`src/pkg/dcs_regs.svh`:
```
// timing, geometry and capacity constants of the compose scheduler
`ifndef DCS_REGS_SVH
`define DCS_REGS_SVH

`define DCS_CLK_MHZ         100
`define DCS_FRAME_PERIOD_US 16660
`define DCS_FRAME_CYC_W     21
`define DCS_BLK_W           512
`define DCS_BLK_W_BITS      10
`define DCS_X_W             13
`define DCS_Y_W             12
`define DCS_IDX_W           4
`define DCS_LAYER_W         4
`define DCS_OV_CAP_WIDE     4'h8
`define DCS_OV_CAP_NARROW   4'h2
`define DCS_OV_NARROW_SEL   2'h3
`define DCS_MIN_LAYER_X     13'h004
`define DCS_MIN_LAYER_Y     12'h004
`define DCS_FIFO_DEPTH      16

`endif

```
`src/pkg/dcs_pkg.sv`:
```
// types shared by the compose scheduler, its checkers and its bench
`include "dcs_regs.svh"

package dcs_pkg;

    // scheduler states
    typedef enum logic [1:0] {
        ST_IDLE = 2'b00,
        ST_EMIT = 2'b01
    } sched_e;

    // one accepted task as the scheduler keeps it
    typedef struct packed {
        logic [`DCS_X_W-1:0] width;
        logic [`DCS_Y_W-1:0] y0;
        logic [`DCS_Y_W-1:0] rows;
        logic                offline;
    } task_s;

    // one block descriptor sent toward the read and write-back channels
    typedef struct packed {
        logic                       offline;
        logic                       last;
        logic [`DCS_IDX_W-1:0]      idx;
        logic [`DCS_X_W-1:0]        x_base;
        logic [`DCS_BLK_W_BITS-1:0] width;
        logic [`DCS_Y_W-1:0]        y0;
        logic [`DCS_Y_W-1:0]        rows;
    } desc_s;

endpackage

```
`src/dcs_fifo.sv`:
```
// block descriptor fifo with a registered output stage
`timescale 1ns/1ps
`default_nettype none

module dcs_fifo #(
    parameter int WIDTH = 8,
    parameter int DEPTH = 16
) (
    input  wire logic             clk,
    input  wire logic             rst_n,
    input  wire logic             in_valid,
    output logic                  in_ready,
    input  wire logic [WIDTH-1:0] in_data,
    output logic                  out_valid,
    input  wire logic             out_ready,
    output logic [WIDTH-1:0]      out_data
);
    localparam int AW = $clog2(DEPTH);

    // whole fifo state; capacity is DEPTH words plus the output stage
    typedef struct packed {
        logic [DEPTH-1:0][WIDTH-1:0] mem;
        logic [AW-1:0]               wr;
        logic [AW-1:0]               rd;
        logic [AW:0]                 cnt;
        logic                        ovld;
        logic [WIDTH-1:0]            odat;
    } fifo_s;

    fifo_s q;   // registered state
    fifo_s d;   // next state
    logic  push;  // word enters the array
    logic  pop;   // word moves into the output stage

    // honest full: ready drops only when the array is really full
    assign in_ready  = (q.cnt != (AW+1)'(DEPTH));
    assign out_valid = q.ovld;
    assign out_data  = q.odat;

    // next state: write, refill output stage when it empties or drains
    always_comb begin
        d    = q;
        push = in_valid && in_ready;
        pop  = (q.cnt != '0) && (!q.ovld || out_ready);
        if (out_ready) begin
            d.ovld = 1'b0;  // consumed unless refilled below
        end
        if (push) begin
            d.mem[q.wr] = in_data;
            d.wr        = q.wr + 1'b1;
        end
        if (pop) begin
            d.odat = q.mem[q.rd];
            d.ovld = 1'b1;
            d.rd   = q.rd + 1'b1;
        end
        d.cnt = q.cnt + (AW+1)'(push) - (AW+1)'(pop);
    end

    // state register
    always_ff @(posedge clk or negedge rst_n) begin
        if (!rst_n) begin
            q <= '0;
        end else begin
            q <= d;
        end
    end

endmodule

`default_nettype wire

```
`src/display_compose_scheduler.sv`:
```
// frame scheduler and vertical block partitioner for display composition
// Operation
// - register-bus reset release synchronised to its domain
// - memory-bus reset release synchronised to its domain
// - main active-low reset clears composition logic
// - video mode vsync each 16.66 ms always
// - run pending task, else repeat previous one
// - command mode refreshes on request, partial region
// - offline output cut into 512-pixel vertical blocks
// - each block origin is its upper-left corner
// - compositors take eight layers, last one two
// - every layer at least 4 wide, 4 high
// - write-back never scales; size set before write-back
`include "dcs_regs.svh"
`timescale 1ns/1ps
`default_nettype none

module display_compose_scheduler
    import dcs_pkg::*;
#(
    // frame period in core cycles; shorten in simulation
    parameter int unsigned FRAME_CYCLES = `DCS_FRAME_PERIOD_US * `DCS_CLK_MHZ
) (
    input  wire logic                        REF_CLK,
    input  wire logic                        NRST,
    input  wire logic                        RST_REGBUS_N,
    input  wire logic                        RST_MEMBUS_N,
    output logic                             RST_REGBUS_SYNC_N,
    output logic                             RST_MEMBUS_SYNC_N,
    input  wire logic                        MODE_CMD,
    input  wire logic                        REFRESH_REQ,
    input  wire logic                        TASK_VALID,
    output logic                             TASK_READY,
    input  wire logic [`DCS_X_W-1:0]         TASK_WIDTH,
    input  wire logic [`DCS_Y_W-1:0]         TASK_HEIGHT,
    input  wire logic [`DCS_Y_W-1:0]         TASK_Y0,
    input  wire logic [`DCS_Y_W-1:0]         TASK_ROWS,
    input  wire logic                        TASK_OFFLINE,
    input  wire logic [1:0]                  TASK_COMP,
    input  wire logic [`DCS_LAYER_W-1:0]     TASK_LAYERS,
    input  wire logic [`DCS_X_W-1:0]         TASK_MIN_W,
    input  wire logic [`DCS_Y_W-1:0]         TASK_MIN_H,
    output logic                             TASK_REJECT,
    output logic                             VSYNC,
    output logic                             FRAME_BUSY,
    output logic                             FRAME_SKIP,
    output logic                             BLK_VALID,
    input  wire logic                        BLK_READY,
    output dcs_pkg::desc_s                   BLK_DATA
);

    // whole scheduler state
    typedef struct packed {
        sched_e                     state;     // fsm
        logic [`DCS_FRAME_CYC_W-1:0] timer;    // video frame timer
        logic                       vsync;     // frame start pulse
        logic                       pend_vld;  // new task waiting
        task_s                      pend;      // new task
        logic                       cur_vld;   // a task has run before
        task_s                      cur;       // task being repeated
        logic [`DCS_X_W-1:0]        x;         // next block's left edge
        logic [`DCS_IDX_W-1:0]      idx;       // next block number
        logic                       reject;    // task refused pulse
        logic                       skip;      // frame missed pulse
        logic                       ready;     // no task pending, to port
        logic                       busy;      // blocks being emitted
    } sched_s;

    sched_s q;                  // registered state
    sched_s d;                  // next state
    logic   core_s1_q;          // core reset synchroniser, first flop
    logic   core_rst_n;         // core reset, synchronous release
    logic   rb_s1_q;            // register-bus synchroniser, first flop
    logic   rb_s2_q;            // register-bus synchronised reset
    logic   mb_s1_q;            // memory-bus synchroniser, first flop
    logic   mb_s2_q;            // memory-bus synchronised reset
    logic   frame_start;        // a refresh is due this cycle
    logic   task_ok;            // offered task passes the checks
    logic   fifo_in_ready;      // fifo can take a descriptor
    desc_s  desc;               // descriptor being offered
    logic [`DCS_X_W-1:0] rem;   // pixels still to cover

    // layer capacity of the selected compositor, base layer not counted
    function automatic logic [`DCS_LAYER_W-1:0] ov_cap(
        input logic [1:0] sel
    );
        if (sel == `DCS_OV_NARROW_SEL) begin
            ov_cap = `DCS_OV_CAP_NARROW;
        end else begin
            ov_cap = `DCS_OV_CAP_WIDE;
        end
    endfunction

    // core reset: async assert, release after two edges
    always_ff @(posedge REF_CLK or negedge NRST) begin
        if (!NRST) begin
            core_s1_q  <= 1'b0;
            core_rst_n <= 1'b0;
        end else begin
            core_s1_q  <= 1'b1;
            core_rst_n <= core_s1_q;
        end
    end

    // register-bus reset; both buses share the one clock here
    always_ff @(posedge REF_CLK or negedge RST_REGBUS_N) begin
        if (!RST_REGBUS_N) begin
            rb_s1_q <= 1'b0;
            rb_s2_q <= 1'b0;
        end else begin
            rb_s1_q <= 1'b1;
            rb_s2_q <= rb_s1_q;
        end
    end

    // memory-bus reset synchroniser
    always_ff @(posedge REF_CLK or negedge RST_MEMBUS_N) begin
        if (!RST_MEMBUS_N) begin
            mb_s1_q <= 1'b0;
            mb_s2_q <= 1'b0;
        end else begin
            mb_s1_q <= 1'b1;
            mb_s2_q <= mb_s1_q;
        end
    end

    assign RST_REGBUS_SYNC_N = rb_s2_q;
    assign RST_MEMBUS_SYNC_N = mb_s2_q;
    assign TASK_READY        = q.ready;
    assign TASK_REJECT       = q.reject;
    assign VSYNC             = q.vsync;
    assign FRAME_SKIP        = q.skip;

    // busy flag straight from its own state flop
    assign FRAME_BUSY        = q.busy;

    // descriptor of the block at the current edge
    always_comb begin
        rem         = q.cur.width - q.x;
        desc        = '0;
        desc.offline = q.cur.offline;
        desc.idx    = q.idx;
        desc.x_base = q.x;      // block origin, layers offset from it
        desc.y0     = q.cur.y0;
        desc.rows   = q.cur.rows;
        if (q.cur.offline && (rem > `DCS_X_W'(`DCS_BLK_W))) begin
            desc.width = `DCS_BLK_W_BITS'(`DCS_BLK_W);
            desc.last  = 1'b0;
        end else if (q.cur.offline) begin
            desc.width = rem[`DCS_BLK_W_BITS-1:0];
            desc.last  = 1'b1;
        end else begin
            // online: one block; width field holds low bits, x covers all
            desc.width = rem[`DCS_BLK_W_BITS-1:0];
            desc.last  = 1'b1;
        end
    end

    // task checks: capacity and smallest layer size
    always_comb begin
        task_ok = (TASK_LAYERS <= ov_cap(TASK_COMP))
               && (TASK_MIN_W >= `DCS_MIN_LAYER_X)
               && (TASK_MIN_H >= `DCS_MIN_LAYER_Y)
               && (TASK_WIDTH != '0);
    end

    // frame trigger: timer wrap in video mode, request in command mode
    always_comb begin
        if (MODE_CMD) begin
            frame_start = REFRESH_REQ;
        end else begin
            frame_start = (q.timer == `DCS_FRAME_CYC_W'(FRAME_CYCLES - 1));
        end
    end

    // scheduler next state
    always_comb begin
        d        = q;
        d.vsync  = 1'b0;
        d.reject = 1'b0;
        d.skip   = 1'b0;

        // free-running frame timer; held at zero for command screens
        if (MODE_CMD || frame_start) begin
            d.timer = '0;
        end else begin
            d.timer = q.timer + 1'b1;
        end

        // accept a task only while none is pending
        if (TASK_VALID && !q.pend_vld) begin
            if (task_ok) begin
                d.pend_vld     = 1'b1;
                d.pend.width   = TASK_WIDTH;
                d.pend.offline = TASK_OFFLINE;
                if (MODE_CMD) begin
                    d.pend.y0   = TASK_Y0;
                    d.pend.rows = TASK_ROWS;
                end else begin
                    d.pend.y0   = '0;
                    d.pend.rows = TASK_HEIGHT;
                end
            end else begin
                d.reject = 1'b1;
            end
        end

        case (q.state)
            ST_IDLE: begin
                if (frame_start) begin
                    d.vsync = 1'b1;
                    d.x     = '0;
                    d.idx   = '0;
                    if (q.pend_vld) begin
                        // newest task wins; ready was low so none is lost
                        d.cur      = q.pend;
                        d.cur_vld  = 1'b1;
                        d.pend_vld = 1'b0;
                        d.state    = ST_EMIT;
                    end else if (q.cur_vld) begin
                        d.state = ST_EMIT;
                    end
                end
            end
            ST_EMIT: begin
                // a trigger while blocks drain misses that frame
                if (frame_start) begin
                    d.vsync = !MODE_CMD;
                    d.skip  = 1'b1;
                end
                if (fifo_in_ready) begin
                    d.x   = q.x + `DCS_X_W'(desc.width);
                    d.idx = q.idx + 1'b1;
                    if (desc.last) begin
                        d.state = ST_IDLE;
                    end
                end
            end
            default: begin
                d.state = ST_IDLE;
            end
        endcase

        // port copies kept in flops so no output leaves through gates
        d.ready = !d.pend_vld;
        d.busy  = (d.state == ST_EMIT);
    end

    // state register on the synchronised core reset
    always_ff @(posedge REF_CLK or negedge core_rst_n) begin
        if (!core_rst_n) begin
            q       <= '0;
            q.state <= ST_IDLE;
            q.ready <= 1'b1;    // nothing pending while in reset
        end else begin
            q <= d;
        end
    end

    // descriptor buffer; a stalled consumer stalls the partitioner
    dcs_fifo #(
        .WIDTH ($bits(desc_s)),
        .DEPTH (`DCS_FIFO_DEPTH)
    ) u_fifo (
        .clk       (REF_CLK),
        .rst_n     (core_rst_n),
        .in_valid  (q.state == ST_EMIT),
        .in_ready  (fifo_in_ready),
        .in_data   (desc),
        .out_valid (BLK_VALID),
        .out_ready (BLK_READY),
        .out_data  (BLK_DATA)
    );

endmodule

`default_nettype wire

```
`config.mk`:
```
export PLATFORM = sky130hd
export DESIGN_NAME = display_compose_scheduler
export DESIGN_NICKNAME = d
export VERILOG_FILES = /design/src/pkg/dcs_pkg.sv /design/src/dcs_fifo.sv /design/src/display_compose_scheduler.sv
export VERILOG_INCLUDE_DIRS = /design/src /design/src/pkg
export SDC_FILE = /design/constraint.sdc
export NUM_CORES = 2
export LEC_CHECK = 0
export BUFFER_PORTS_ARGS = -buffer_cell sky130_fd_sc_hd__buf_2
export CAP_MARGIN = 20
export CORE_ASPECT_RATIO = 1.5
export CORE_UTILIZATION = 60
export DETAILED_ROUTE_END_ITERATION = 12
export PLACE_DENSITY = 0.74
export SYNTH_ARGS = -nofsm -noshare
export SYNTH_HDL_FRONTEND = slang
export SYNTH_SLANG_ARGS = --single-unit
```
`constraint.sdc`:
```
create_clock -name REF_CLK -period 97 [get_ports REF_CLK]
set_clock_uncertainty 0.1 [all_clocks]
set_input_delay 4.85 -clock REF_CLK [delete_from_list [all_inputs] [get_ports REF_CLK]]
set_output_delay 4.85 -clock REF_CLK [all_outputs]
set_load 0.1 [all_outputs]
```
==> reports/results.env <==
FINAL_NETS=3528
COUNT_OF_UNRESOLVED_DRC_VIOLATIONS_AFTER_ROUTING=0
CLOCK-SINKS=1044
SHARE_COMB_OF_TOTAL_POWER_PCT=33.7
DIE-AREA_UM2=78300
PLACEMENT.IO_BUFFERS=145
FIN_UTIL_PCT=66.5
POST_CTS.RESIZED_INSTANCES=0
UNREPAIRED_SETUP_ENDPOINTS_AFTER_GLOBAL_ROUTING='false'
GRT_FIRST_PASS_WIRELENGTH_MM=174
SEQPWRFRAC_PCT=41.9
FINALWORSTPATHREQUIREDPERIOD_NS=7.56
ANTENNA_FOUND_INITIAL=1
HOLD_VIOLATIONS=0
CRIT_PATH_CELL_TRACE='buf_2 -> buf_4 -> a41o_1 -> o21ai_0 -> buf_4 -> nor3_1 -> nand2_2 -> buf_4 -> mux2_2'
CTS-HTREE-LEVELS=3
PWR-SHARE-CLK_PCT=24.5
DRT_PASS1_ITERATIONS=6
FINALMAXSLEWVIOLATIONS=0
CRIT_SLOWEST_CELL='sky130_fd_sc_hd__a41o_1'
FMAX_MHz=132
CRIT_TOP_CELL='sky130_fd_sc_hd__buf_4'
FIRST_ITER_VIOLATIONS=2414
OVERFLOW=0
WORSTPATHMAXFANOUT=51
POWER.STATIC_LEAKAGE_nW=23.9
POSTSYNTHCELLCOUNT=3446
VIASPERCELL=6.18
HIGHEST_CELL_DELAY_ON_THE_WORST_TIMING_PATH_NS=0.65
SYNTHESIS.YOSYS.WARNINGS=0
WORST_SETUP_HOLD_PATH_CLK_SLEW_NS=0.06
VDD.IR_DROP.WORST_mV=0.0268
POSTPLACECELLAREA_UM2=47400
ANTENNADIODECOUNT=0
TNS_NS=0
PLACEABLECOREAREA_UM2=76300
SYNTH_TOP_CELL_BY_AREA='sky130_fd_sc_hd__dfrtp_1'
DRV_CAP=0
POWER.SHARE.SWITCHING_PCT=35.9
HOLD_WS_NS=0.252
CRIT_ARRIVAL_NS=8.00
TOTALWIRELENGTH_MM=109
AREAGROWTHSYNTHTOFINISH_PCT=9.62
PLACE_WS_NS=88.76
SETUP_SLACK_NS=89.44
SWITCHINGPOWER_uW=568
SYNTH_ASYNC_SR_FLOP_SHARE_PCT=100
RUN_STATUS='completed'
DIE_HEIGHT_UM=342
FINAL_CELL_AREA_UM2=50800
GP_CONGESTION=0.849
CRITPATHTOPFAMILY='buffers and inverters'
SETUP.WORST_PATH.START_CLASS='primary input'
SETUP_VIOL_COUNT_FINAL=0
GRT.TOTAL_USAGE_PCT=29.0
CRITPATHBUFINV=4
HOLD_PATH.CLASS='reg2reg'
SYNTH-EDFF-COUNT=0
SYNTH.LIB_CELLS_USED.DISTINCT=59
WORST_SLEW_PIN_SLEW_NS=1.22
GRT_START_MAX_NET_PINS=205
CTS_MAX_PATH_BUFFERS=3
YOSYSMOSTFREQUENTCELL='sky130_fd_sc_hd__dfrtp_1'
ANTENNA_LEFT=0
YS.FLOP_TYPE='sky130_fd_sc_hd__dfrtp_1'
VIAS_POST_DR=27700
NUMBER_OF_GLOBAL_ROUTE_VIAS_BEFORE_REPAIR=30400
POST-SYNTH-TOP-AREA-FRACTION_PCT=56.4
SYNTH_SEQ_AREA_SHARE_PCT=56.4
CTS_INSERTED_BUFFERS=94
SYNTH.CELLS.MOST_FREQUENT='sky130_fd_sc_hd__dfrtp_1 (1043), sky130_fd_sc_hd__mux2_2 (574), sky130_fd_sc_hd__nand2_1 (411)'
CTSROOTBUFFERMASTER='sky130_fd_sc_hd__clkbuf_16'
FLOORPLAN.INITIALDENSITY_PCT=60.7
WIDTH_OF_THE_DIE_UM=229
TRITONCTS_CLOCK_TREE='done'
HOLD_BUFS_INSERTED_AFTER_CTS=0
POST_ROUTE_CELLS_DRIVE_ABOVE_1_SHARE_PCT=35.2
POST_CTS.REPAIR.SETUP_BUFFERS=0
WORST_SKEW_PAIR.LATE_LATENCY_NS=0.67
CRITICALPATHCATEGORY='in2reg'
DETAILED_PLACE_HPWL_MM=61.4
SLEW-LIMIT-HEADROOM_PCT=18.8
SYN_AREA_PER_CELL_UM2=13.4
SYNTH_REGISTER_BITS=1044
FLOORPLAN.ROWS=124
POWER.DENSITY_CELL_AREA_nW_PER_UM2=31.2
CRITPATHREQUIREDTIME_NS=97.44
IOPINCOUNT=150
INTERNAL-POWER_mW=1.02
SYNTH_AREA_UM2=46300
YOSYS-TOP-CELLS-AREA='sky130_fd_sc_hd__dfrtp_1 (56%), sky130_fd_sc_hd__mux2_2 (14%), sky130_fd_sc_hd__mux4_2 (13%), sky130_fd_sc_hd__o21ai_0 (4.4%), sky130_fd_sc_hd__nand2_1 (3.3%)'
FINAL_MIN_PERIOD_OVER_CLOCK_PERIOD_PCT=7.79
WIRE_PER_INST_UM=24.2
CP-END-KIND='flip-flop'
layer usage:
| layer | up-vias | wire length, um | part of all wire (%) | track usage (%) |
|---|---|---|---|---|
| li1 | 12100 | - | - | - |
| met1 | 14600 | 43300 | 40 | 37.3 |
| met2 | 796 | 55900 | 51 | 49.8 |
| met3 | 230 | 5500 | 5.1 | 4.20 |
| met4 | 0 | 3890 | 3.6 | 11.9 |
| met5 | - | 0 | 0 | 0 |
final timing paths:
kind | start | to | slack (ns) | depth (start not counted)
min reg2reg | mb_s1_q$_DFF_PN0_ | RST_MEMBUS_SYNC_N$_DFF_PN0_ | 0.25 | 0
max in group asynchronous | NRST | core_rst_n$_DFF_PN0_ | 92.84 | 1
max reg2reg | desc[36]$_DFFE_PN0P_ | desc[46]$_DFFE_PN0P_ | 90.53 | 23
min | mb_s1_q$_DFF_PN0_ | RST_MEMBUS_SYNC_N$_DFF_PN0_ | 0.25 | 0
min in group asynchronous | core_rst_n$_DFF_PN0_ | q[105]$_DFF_PN0_ | 0.32 | 0
max | MODE_CMD | desc[1]$_DFFE_PN0P_ | 89.44 | 9
metrics by stage:
| step | cells | power (mW) |
|---|---|---|
| floorplan | 3448 | 1.07 |
| global placement | 4308 | 1.17 |
| detailed placement | 4308 | 1.20 |
| CTS | 4481 | 1.59 |
| global route | 4485 | 1.67 |
| finish | 4485 | 1.59 |
final cells by class:
type | count | area (um2)
Multi-Input combinational cell | 2007 | 18700
Clock inverter | 35 | 430
Tap cell | 1008 | 1260
Inverter | 59 | 221
Fill cell | 5412 | 25600
Sequential cell | 1044 | 26100
Timing Repair Buffer | 194 | 1220
Clock buffer | 138 | 2800
worst reg2reg max path, delay by kind of cell, from the launching register on:
family	cells	cell delay (ns)
AO/OA/AOI/OAI	10	2.49
AND/OR/NAND/NOR	7	1.69
adder cells (fa/ha/maj)	2	0.83
buffers and inverters	2	0.51
flip-flops	1	0.38
XOR/XNOR	2	0.32
sequential cells by signal (all words and copies together), names as in the netlist:
signal             flops
FRAME_SKIP             1
q                     76
VSYNC                  1
rb_s1_q                1
desc                  42
core_rst_n             1
u_fifo.out_data       53
u_fifo.out_valid       1
core_s1_q              1
RST_REGBUS_SYNC_N      1
FRAME_BUSY             1
TASK_REJECT            1
RST_MEMBUS_SYNC_N      1
u_fifo.q             861
TASK_READY             1
mb_s1_q                1
power by group through the flow:
| stage | logic [mW] | clock network [mW] | registers [mW] |
|---|---|---|---|
| 4_1_cts | 0.536 | 0.394 | 0.663 |
| 2_1_floorplan | 0.447 | 0 | 0.627 |
| 5_1_grt | 0.576 | 0.412 | 0.682 |
| 3_5_place_dp | 0.533 | 0 | 0.670 |
| 6_report | 0.534 | 0.388 | 0.664 |
| 3_3_place_gp | 0.513 | 0 | 0.654 |
logic make-up after synthesis:
group	after synthesis	synth area share (%)
fa+ha+maj	39	1.10
compound gates	484	5.51
mux	851	27.1
flops	1044	56.4
buf+inv	397	3.65
simple gates	579	5.27
other cells	2	0.0162
xor+xnor	50	0.946
cell usage in the layout (no fill, tap or decap), types with 7 or more instances in the layout:
master,count
sky130_fd_sc_hd__dfrtp_1,1038
sky130_fd_sc_hd__mux2_2,574
sky130_fd_sc_hd__nand2_1,410
sky130_fd_sc_hd__o21ai_0,409
sky130_fd_sc_hd__mux4_2,265
sky130_fd_sc_hd__buf_2,145
sky130_fd_sc_hd__clkbuf_16,97
sky130_fd_sc_hd__inv_1,59
sky130_fd_sc_hd__nor2_1,58
sky130_fd_sc_hd__buf_4,41
sky130_fd_sc_hd__ha_1,36
sky130_fd_sc_hd__a21oi_1,33
sky130_fd_sc_hd__xnor2_1,32
sky130_fd_sc_hd__nand3_1,27
sky130_fd_sc_hd__clkbuf_8,22
sky130_fd_sc_hd__clkbuf_1,19
sky130_fd_sc_hd__xor2_1,18
sky130_fd_sc_hd__clkinv_2,16
sky130_fd_sc_hd__nand3_4,12
sky130_fd_sc_hd__mux2i_1,12
sky130_fd_sc_hd__nand4_1,9
sky130_fd_sc_hd__bufinv_16,9
sky130_fd_sc_hd__a21o_1,8
sky130_fd_sc_hd__or2_2,8
sky130_fd_sc_hd__and3_1,8
sky130_fd_sc_hd__nand2b_1,7
sky130_fd_sc_hd__o21bai_1,7
sky130_fd_sc_hd__nor4_1,7
(Power assumes the default switching activity.)
